$ cat src/rtl/sdl_consts.vh
// field positions, reset values and timing counts of the synthesizer load path
`ifndef SDL_CONSTS_VH
`define SDL_CONSTS_VH

// serial word
`define SDL_WORD_BITS      19
`define SDL_TARGET_BIT     0
`define SDL_TARGET_REF     1'b1
`define SDL_TARGET_PROG    1'b0

// reference word fields
`define SDL_REF_PRE_BIT    18
`define SDL_REF_CS_BIT     17
`define SDL_REF_LDS_BIT    16
`define SDL_REF_FC_BIT     15
`define SDL_REF_R_MSB      14
`define SDL_REF_R_LSB      1

// programmable word fields
`define SDL_PROG_N_MSB     18
`define SDL_PROG_N_LSB     8
`define SDL_PROG_A_MSB     7
`define SDL_PROG_A_LSB     1

// divider limits
`define SDL_R_MIN          14'h0003
`define SDL_N_MIN          11'h003

// reset values
`define SDL_R_RESET        14'h0003
`define SDL_N_RESET        11'h003
`define SDL_A_RESET        7'h00

// timing
`define SDL_CLK_HZ         125000000
`define SDL_CLK_PER_US     (`SDL_CLK_HZ / 1000000)
`define SDL_LOCK_TIME_US   30000
`define SDL_LOCK_CYCLES    (`SDL_LOCK_TIME_US * `SDL_CLK_PER_US)
`define SDL_PULSE_MIN_US   100
`define SDL_PULSE_MIN_CYC  (`SDL_PULSE_MIN_US * `SDL_CLK_PER_US)
`define SDL_PULSE_MAX_MS   15
`define SDL_PULSE_MAX_CYC  (`SDL_PULSE_MAX_MS * 1000 * `SDL_CLK_PER_US)

`endif

$ cat src/rtl/sdl_lock_monitor.v
// lock settle timer: reports lock once new dividers have settled and are legal
`timescale 1ns/1ps
`include "sdl_consts.vh"

module sdl_lock_monitor #(
    parameter LOCK_CYCLES = `SDL_LOCK_CYCLES,
    parameter CNT_W       = 23
) (
    input  wire              clk,
    input  wire              rstSync_n,
    input  wire              newLoad,
    input  wire              settingsValid,
    output reg               locked_q
);

    reg  [CNT_W-1:0] settle_q;
    wire             settleDone;

    assign settleDone = (settle_q == LOCK_CYCLES[CNT_W-1:0]);

    // any load drops lock and restarts the settle wait
    always @(posedge clk or negedge rstSync_n) begin
        if (!rstSync_n) begin
            settle_q <= {CNT_W{1'b0}};
            locked_q <= 1'b0;
        end else if (newLoad) begin
            settle_q <= {CNT_W{1'b0}};
            locked_q <= 1'b0;
        end else begin
            if (!settleDone) begin
                settle_q <= settle_q + {{(CNT_W-1){1'b0}}, 1'b1};
            end
            // illegal dividers never lock
            locked_q <= settleDone & settingsValid;
        end
    end

endmodule // sdl_lock_monitor

$ cat src/rtl/sdl_serial_load.v
// synthesizer divider serial load, lock report and tx/rx select
// Behaviour
// transmit-select low, receive-select high enables the transmitter.
// receive-select low, transmit-select high enables the receiver.
// lock-detect high while locked, low while unlocked.
// host keeps tx data pulses between 100 us and 15 ms.
// host programs oscillator to channel minus 21.7 MHz.
// host picks 6.25/12.5/25 kHz comparison; reference divider from 21.25 MHz.
// reference divider is 14-bit, 3 to 16383.
// main divider is 11-bit, 3 to 2047.
// swallow divider 7-bit, 0 to 127, below main divider.
// prescaler ratio is 64 or 128.
// host splits total count into main quotient and swallow remainder.
// host sends operation bits ahead of the reference divider.
// host sends charge-pump select as 0.
// host sends lock-output select as 0 for lock-detect.
// host sends table dividers on every channel change.
// dividers arrive serially on data, framed by serial clock and load strobe.
// data sampled on each serial clock rising edge.
// host holds load strobe low while shifting.
// 19 bits collected; load strobe moves them to latch by trailing bit.
// host changes channel only in receive mode.
// host never drives both selects low together.
// host shifts msb first, latch-target bit last.
`timescale 1ns/1ps
`include "sdl_consts.vh"

module sdl_serial_load #(
    parameter LOCK_CYCLES   = `SDL_LOCK_CYCLES,
    parameter PULSE_MIN_CYC = `SDL_PULSE_MIN_CYC,
    parameter PULSE_MAX_CYC = `SDL_PULSE_MAX_CYC,
    parameter CNT_W         = 23
) (
    input  wire        clk,
    input  wire        rst_n,
    input  wire        transmit_select_n,
    input  wire        receive_select_n,
    input  wire        serialClk,
    input  wire        serialData,
    input  wire        load_strobe,
    input  wire        tx_data_in,
    output wire        lock_detect,
    output reg         txActive_q,
    output reg         rxActive_q,
    output reg         txModData_q,
    output reg  [13:0] refDivider_q,
    output reg  [10:0] progDivider_q,
    output reg  [6:0]  swallowDivider_q,
    output reg         prescaler128_q,
    output reg         chargePumpHigh_q,
    output reg         lock_out_select_q,
    output reg         phasePolarity_q,
    output reg         pulseWidthErr_q,
    output reg         loadInTxErr_q
);

    reg  [1:0]                   rstPipe_q;
    wire                         rstSync_n;
    reg                          sclkPrev_q;
    reg                          strobePrev_q;
    reg  [`SDL_WORD_BITS-1:0]    shift_q;
    wire                         sclkRise;
    wire                         strobeRise;
    wire                         settingsValid;
    wire                         locked;
    reg  [13:0]                  refCount_q;
    reg                          fout_q;
    reg                          lockOut_q;
    reg                          txPrev_q;
    reg  [CNT_W-1:0]             pulseLen_q;

    // rising edge of a synchronous pin against its sample one clock back
    function riseOf;
        input pinNow;
        input pinPrev;
        begin
            riseOf = pinNow & ~pinPrev;
        end
    endfunction

    // reset release through two flops
    // assertion is immediate; release waits two clocks so no flop sees a runt
    always @(posedge clk or negedge rst_n) begin
        if (!rst_n) begin
            rstPipe_q <= 2'b00;
        end else begin
            rstPipe_q <= {rstPipe_q[0], 1'b1};
        end
    end
    assign rstSync_n = rstPipe_q[1];

    // serial pins are synchronous, so plain edge compare suffices
    assign sclkRise   = riseOf(serialClk, sclkPrev_q);
    assign strobeRise = riseOf(load_strobe, strobePrev_q);

    // shift msb first while strobe is low; a strobe-high clock edge is ignored
    // bits beyond nineteen push the oldest out; only the last nineteen count
    always @(posedge clk or negedge rstSync_n) begin
        if (!rstSync_n) begin
            sclkPrev_q   <= 1'b0;
            strobePrev_q <= 1'b0;
            shift_q      <= {`SDL_WORD_BITS{1'b0}};
        end else begin
            sclkPrev_q   <= serialClk;
            strobePrev_q <= load_strobe;
            if (sclkRise && !load_strobe) begin
                shift_q <= {shift_q[`SDL_WORD_BITS-2:0], serialData};
            end
        end
    end

    // word layout, first bit on the wire at the top:
    //   reference:    [18] prescaler 128, [17] charge pump, [16] lock-out select,
    //                 [15] phase control, [14:1] reference divider, [0] = 1
    //   programmable: [18:8] main divider, [7:1] swallow divider, [0] = 0
    // frames of the wrong length are not refused; they land misaligned, so the
    // host must send exactly nineteen bits between strobes
    // both latches start from legal minimum dividers, so reset alone can lock
    // strobe edge copies the word to the latch chosen by the trailing bit
    always @(posedge clk or negedge rstSync_n) begin
        if (!rstSync_n) begin
            refDivider_q      <= `SDL_R_RESET;
            progDivider_q     <= `SDL_N_RESET;
            swallowDivider_q  <= `SDL_A_RESET;
            prescaler128_q    <= 1'b0;
            chargePumpHigh_q  <= 1'b0;
            lock_out_select_q <= 1'b0;
            phasePolarity_q   <= 1'b1;
        end else begin
            if (strobeRise) begin
                if (shift_q[`SDL_TARGET_BIT] == `SDL_TARGET_REF) begin
                    refDivider_q      <= shift_q[`SDL_REF_R_MSB:`SDL_REF_R_LSB];
                    prescaler128_q    <= shift_q[`SDL_REF_PRE_BIT];
                    chargePumpHigh_q  <= shift_q[`SDL_REF_CS_BIT];
                    lock_out_select_q <= shift_q[`SDL_REF_LDS_BIT];
                    phasePolarity_q   <= shift_q[`SDL_REF_FC_BIT];
                end else begin
                    progDivider_q    <= shift_q[`SDL_PROG_N_MSB:`SDL_PROG_N_LSB];
                    swallowDivider_q <= shift_q[`SDL_PROG_A_MSB:`SDL_PROG_A_LSB];
                end
            end
        end
    end

    // legal settings only: lower bounds and swallow below main
    assign settingsValid = (refDivider_q >= `SDL_R_MIN)
                         & (progDivider_q >= `SDL_N_MIN)
                         & ({4'h0, swallowDivider_q} < progDivider_q);

    // the load edge itself clears lock, so settling starts with the new dividers
    sdl_lock_monitor #(
        .LOCK_CYCLES   (LOCK_CYCLES),
        .CNT_W         (CNT_W)
    ) u_lock (
        .clk           (clk),
        .rstSync_n     (rstSync_n),
        .newLoad       (strobeRise),
        .settingsValid (settingsValid),
        .locked_q      (locked)
    );

    // divided reference for the shared pin when lock output is deselected
    // limitation: models the reference rate only, not the real divider phase
    always @(posedge clk or negedge rstSync_n) begin
        if (!rstSync_n) begin
            refCount_q <= 14'h0000;
            fout_q     <= 1'b0;
            lockOut_q  <= 1'b0;
        end else begin
            if (refCount_q >= refDivider_q - 14'h0001) begin
                refCount_q <= 14'h0000;
                fout_q     <= ~fout_q;
            end else begin
                refCount_q <= refCount_q + 14'h0001;
            end
            // a load masks lock in its own cycle, so the pin never shows lock
            // for dividers that were replaced one clock after settling
            lockOut_q <= lock_out_select_q ? fout_q : (locked & ~strobeRise);
        end
    end
    assign lock_detect = lockOut_q;

    // select decode; both low enables neither path
    // registered, so the radio paths follow the pins one clock late
    always @(posedge clk or negedge rstSync_n) begin
        if (!rstSync_n) begin
            txActive_q    <= 1'b0;
            rxActive_q    <= 1'b0;
            txModData_q   <= 1'b0;
            loadInTxErr_q <= 1'b0;
        end else begin
            txActive_q    <= ~transmit_select_n & receive_select_n;
            rxActive_q    <= ~receive_select_n & transmit_select_n;
            txModData_q   <= txActive_q & tx_data_in;
            // a channel load while transmitting would splatter
            loadInTxErr_q <= strobeRise & txActive_q;
        end
    end

    // pulse width watch on the modulation input, transmit only
    // a run cut short by leaving transmit is dropped unjudged
    always @(posedge clk or negedge rstSync_n) begin
        if (!rstSync_n) begin
            txPrev_q        <= 1'b0;
            pulseLen_q      <= {CNT_W{1'b0}};
            pulseWidthErr_q <= 1'b0;
        end else begin
            txPrev_q        <= tx_data_in;
            pulseWidthErr_q <= 1'b0;
            if (!txActive_q) begin
                pulseLen_q <= {CNT_W{1'b0}};
            end else if (tx_data_in != txPrev_q) begin
                // an edge in the first transmit cycle has a zero count and is not flagged; a later first edge judges the time since entry
                pulseWidthErr_q <= (pulseLen_q != {CNT_W{1'b0}})
                                 & (pulseLen_q < PULSE_MIN_CYC[CNT_W-1:0]);
                pulseLen_q      <= {{(CNT_W-1){1'b0}}, 1'b1};
            end else if (pulseLen_q != {CNT_W{1'b1}}) begin
                pulseLen_q      <= pulseLen_q + {{(CNT_W-1){1'b0}}, 1'b1};
                pulseWidthErr_q <= (pulseLen_q == PULSE_MAX_CYC[CNT_W-1:0]);
            end
        end
    end

endmodule // sdl_serial_load

$ cat config.mk
export PLATFORM = sky130hd
export DESIGN_NAME = sdl_serial_load
export DESIGN_NICKNAME = d
export VERILOG_FILES = /design/src/rtl/sdl_lock_monitor.v /design/src/rtl/sdl_serial_load.v
export VERILOG_INCLUDE_DIRS = /design/src /design/src/rtl
export SDC_FILE = /design/constraint.sdc
export NUM_CORES = 1
export LEC_CHECK = 0
export BUFFER_PORTS_ARGS = -buffer_cell sky130_fd_sc_hd__buf_4
export CAP_MARGIN = 30
export CORE_AREA = 2 2 184 114
export CTS_BUF_LIST = sky130_fd_sc_hd__clkbuf_2
export CTS_CLUSTER_DIAMETER = 200
export DETAILED_ROUTE_END_ITERATION = 16
export DIE_AREA = 0 0 186 116
export GPL_TIMING_DRIVEN = 0
export SETUP_SLACK_MARGIN = 0.3
export SLEW_MARGIN = 0
export SYNTH_ARGS = -nofsm -noshare
export SYNTH_HDL_FRONTEND = slang
export SYNTH_SLANG_ARGS = --single-unit
$ cat constraint.sdc
create_clock -name clk -period 4.05 [get_ports clk]
set_input_delay 0.6075 -clock clk [delete_from_list [all_inputs] [get_ports clk]]
set_output_delay 0.6075 -clock clk [all_outputs]
set_load 0.03 [all_outputs]
# == After elaboration in Yosys (flattened, before gate mapping) ==
# Cells that the tools add are included.
# totals
in_bits,8
register_bits,128
output_inout_bits,42
# classes
n_reduce_logical,5
n_lt_le_gt_ge,5
add_sub_neg,4
muxes,11
bitwise,18
eq_ne,6
# ops
cell,count
$mux 23,5
$add 23x1->23 const B,2
$eq 23x21->1 const B,1
$eq 23x22->1 const B,1
$lt 23x14->1 const B,1
$ne 23x23->1 const B,1
$reduce_bool 23->1,1
$add 14x1->14 const B,1
$ge 14x14->1,1
$ge 14x2->1 const B,1
$mux 14,1
$sub 14x1->14 const B,1
$and 1x1->1,11
$ge 11x2->1 const B,1
$lt 7x11->1,1
$not 1->1,7
$mux 1,5
$reduce_and 2->1,2
$ne 3x1->1 const B,1
$ne 2x2->1 const B,1
$logic_and 1x1->1,1
$logic_not 1->1,1
$ne 1x1->1,1

# == Depth between registers and ports, before layout ==
# logic_depth
ltp_word,5
ltp_mapped,12

# == By module ==
# From an unflattened synthesis, not the netlist that was laid out.
# unflattened
cells_unflattened,585
hier_area_um2,6279.8
# modules_own_cells
mod,area_each_um2,seq_area_each_um2,cells_per_inst,n_inst
sdl_serial_load,5013.6,2608.8,453,1
sdl_lock_monitor,1266.2,600.6,132,1

# == Least setup slack after synthesis ==
# OpenSTA, ideal clock, no wires.
# synth_path
kind,register to register
start,reg refDivider_q[2]
end,reg refCount_q[10]
path_slack_ns,1.017
arrival_ns,2.901
stages_incl_launch_ff,12
t_required_ns,3.918
n_path_buf,1
setup_time_ns,0.132
path_cell_list,dfrtp_1 > nor4_1 > nand2_1 > nor4_1 > xnor2_1 > ha_1 > nand3_1 > nor4_1 > a221oi_1 > o21ai_1 > clkbuf_1 > nor2_1
# synth_between
elab_chain_len,3
# synth_rtl
item,line,text
"start, declared",sdl_serial_load.v:46,"output reg [13:0] refDivider_q,"
"start signal, assigned",sdl_serial_load.v:122,refDivider_q <= `SDL_R_RESET;
"start signal, assigned",sdl_serial_load.v:132,refDivider_q <= shift_q[`SDL_REF_R_MSB:`SDL_REF_R_LSB];
$sub 14x1->14,sdl_serial_load.v:170,if (refCount_q >= refDivider_q - 14'h0001) begin
$ge 14x14->1,sdl_serial_load.v:170,
$mux 14,sdl_serial_load.v:170,
"end signal, assigned",sdl_serial_load.v:174,refCount_q <= refCount_q + 14'h0001;
"end, declared",sdl_serial_load.v:66,reg [13:0] refCount_q;
# Every way passes these cells.
# A chain may end at the register's enable or synchronous reset.

# == Final worst setup path ==
# layout_path
start,reg refDivider_q[2]
end,reg refCount_q[5]
# The elaborated chain is that of the path after synthesis.

==> impl_results.md <==
* Wire per inst at approximately 15 µm
* Die H at roughly 120 µm
* Share of the synthesized area in the top cell type at 49.2%
* Worst-Margin Slew at 0.871 ns
* DRT iter0 DRCs at 327
* CTS H-tree lvls at 4
* Hold path start: transmit_select_n
* Largest net degree at the start of global routing at 67
* Sink Count at roughly 130
* Ys Warns at 0
* Mapped cell area at about 6300 µm²
* Detail Placement HPWL at approximately 10 mm
* GP Congestion at roughly 0.86
* Setup TNS at 0 ns
* Sequential fraction of the synthesis area at 51.3%
* CTS tree: yes
* Synth Flop Type: dfrtp_1
* CTS Buffer Depth at 2
* Period minus WS final at roughly 3.4 ns
* Gr ovfl total at 0
* Tcrit/Tclk final at 82.7%
* Critical Path End Type: flop
* Initial core utilization at between 30% and 40%
* Final hold vios at 0
* Layout Nets at 682
* First-pass GRT wire length at 22.7 mm
* Most common cell in the netlist: dfrtp_1
* Critical path class: flop to flop
* Hold Path Depth at 2
* Ant diodes at 0
* Top cells by area, synth: dfrtp_1 49%, mux2_2 8.8%, ha_1 5.4%
* Tightest Hold Check Type: input pin to flop
* Die area at about 22000 µm²
* CTS root buffer: clkbuf_2
* DRT Wirelength at roughly 14 mm
* P_int at approximately 2.3 mW
* Critical Path AT at just under 4 ns
* Yosys cell types at 54
* Post-synth top cells: 123 x dfrtp_1, 70 x nor2_1, 49 x mux2_2
* Vias per inst at around 4.8
* Sw Pwr at approximately 1.4 mW
* Vias in the first global route at 4102
* DRC errors left at 0
* R2r setup slk at between 0.6 and 0.7 ns
* Seq cells post-synth at roughly 130
* Post-route ant nets at 0
* Worst Path Required at about 4.6 ns
* Area growth, synth to finish at 16.5%
* Sequential share of power at 46.2%
* F_max at 0.298 GHz
* Setup crit start kind: flop
* RSZ-0062 raised after global routing: false
* Synthesized instance count at ~570
* Vias at 4428
* Comb pwr share at between 30 and 40%
* Max Slew Vio Count at 0
* Worst r2r src: refDivider_q[2]
* Ratio of cells with drive above 1 in the final layout at about 23%
* Syn Area/Cell at 10.9 µm²
* Rows at 40
* IO buf count at 49
* DRT Pass-1 Iters at 5
* Pwr/cell area at 505 nW/µm²
* Die width at around 190 µm
* Synthesized Nets at about 610
* Worst r2r dst: refCount_q[5]
* Ports at 50
* Number of synthesized flops with an enable pin at 0
* Cell taking the most area after synthesis: dfrtp_1
* Power consumption at 3.68 mW
* Async set-reset flop share out of synthesis at 100%
* Reg clk slew, reported paths at 0.16 ns
* Clk Latency, worst-skew pair at 0.65 ns
* Initial antenna violation count at 0
* CP Max Fanout at 10
* Max-cap violation count at 0
* Final setup fails at 0
* Number of setup buffers added after CTS at 0
* Slew HR at 42.0%
* Peak VDD IR at 0.211 mV
* GRT Util Overall at 13.7%
* Core ar. at 19800 µm²
* Status: finished, final reports clean
* Worst hold endpoint: txActive_q
* Clk network pwr share at 21.5%
* Sw frac at 37.3%
* Final Skew at 0.0308 ns
* Cells on worst reg2reg path at 11
* Leak pwr at 3.30 nW
* Number of buffers inserted during clock tree synthesis at 17
[what timing repair did]
item / 4_1_cts / 5_1_grt
endpoints found under the setup margin: 10 / 10
hold endpoints to repair: 3 / 3
resized for setup: 1 / 4
hold buffers: 2 / 3
[power by group through the flow]
| stage | combinational (mW) | clock [mW] | sequential, mW |
|---|---|---|---|
| finish | 1.19 | 0.791 | 1.70 |
| global route | 1.33 | 0.884 | 1.75 |
| CTS | 1.18 | 0.822 | 1.70 |
| detailed placement | 1.17 | 0 | 1.72 |
| global placement | 1.14 | 0 | 1.73 |
| floorplan | 0.666 | 0 | 1.80 |
[cell usage in the layout (no fill, tap or decap), drive strengths merged, types with 7 or more instances in the layout]
master,count
xnor2,29
mux2,50
clkbuf,28
dfrtp,123
nor4,15
clkinv,7
buf,56
a21oi,12
nor3,14
nor2,70
inv,18
nand2,36
and3,10
ha,27
o21ai,22
nand3,34
nand4,11
xor2,30
[metrics by stage]
stage | util (%) | setup slack [ns] | hold WS (ns) | std cells | cell area, µm²
finish | 36.8 | 0.700 | 0.104 | 931 | 7280
global route | 36.8 | 0.437 | 0.00250 | 931 | 7280
floorplan | - | 1.02 | 0.312 | 573 | 6250
global placement | 35.2 | 0.106 | 0.335 | 895 | 6960
CTS | 36.6 | 0.323 | 0.00929 | 928 | 7240
detailed placement | 35.4 | 0.0921 | 0.338 | 896 | 6990
[state kept, by name (all words and copies together), names as in the netlist, 2 cells and up]
signal	cells
refDivider_q	14
swallowDivider_q	7
pulseLen_q	23
shift_q	19
progDivider_q	11
rstPipe_q	2
u_lock.settle_q	23
refCount_q	14
[how the worst max path moves through the flow]
stage,from,to,cells after the start
after floorplan,refDivider_q[2],refCount_q[10],11
after global placement,refDivider_q[2],refCount_q[6],11
after detailed placement,refDivider_q[2],refCount_q[11],11
after CTS,refDivider_q[2],refCount_q[5],11
after global routing,refDivider_q[2],refCount_q[9],11
final,refDivider_q[2],refCount_q[5],11
[final cells by class]
type	count	area (µm²)
well taps	273	342
flip-flops and latches	128	3210
multi-input cells	413	2930
repair buffers	55	445
inverters	18	67.6
clock inverters	10	120
clock buffers	20	100
fillers	1981	12500
plain buffers	14	63.8
[logic make-up after synthesis]
kind of cell    count (synthesis)  synth area share, %
fa+ha+maj                      27                 5.40
compound gates                 52                 5.24
mux                            51                 9.23
other cells                     1               0.0600
xor+xnor                       59                 8.26
buf+inv                        32                 2.08
flops                         128                 51.3
simple gates                  223                 18.4
[layer usage]
metal  vias up  wire (µm)  track usage [%]
li1       2160          -                -
met1      2179       7880             22.5
met2        87       5200             17.1
met3         2        630             3.17
met4         0         31             4.25
met5         -          0                0
[worst max-delay path, stage by stage (launching register included)]
cell      delay (ns)
dfrtp_1         0.50
nor4_4          0.44
nand2_1         0.22
nor4_1          0.32
xnor2_1         0.11
ha_1            0.30
nand3_1         0.14
nor4_1          0.46
a221oi_1        0.18
o21ai_2         0.20
clkbuf_2        0.31
nor2_1          0.07
No activity file was read; power rests on OpenSTA's default activity.
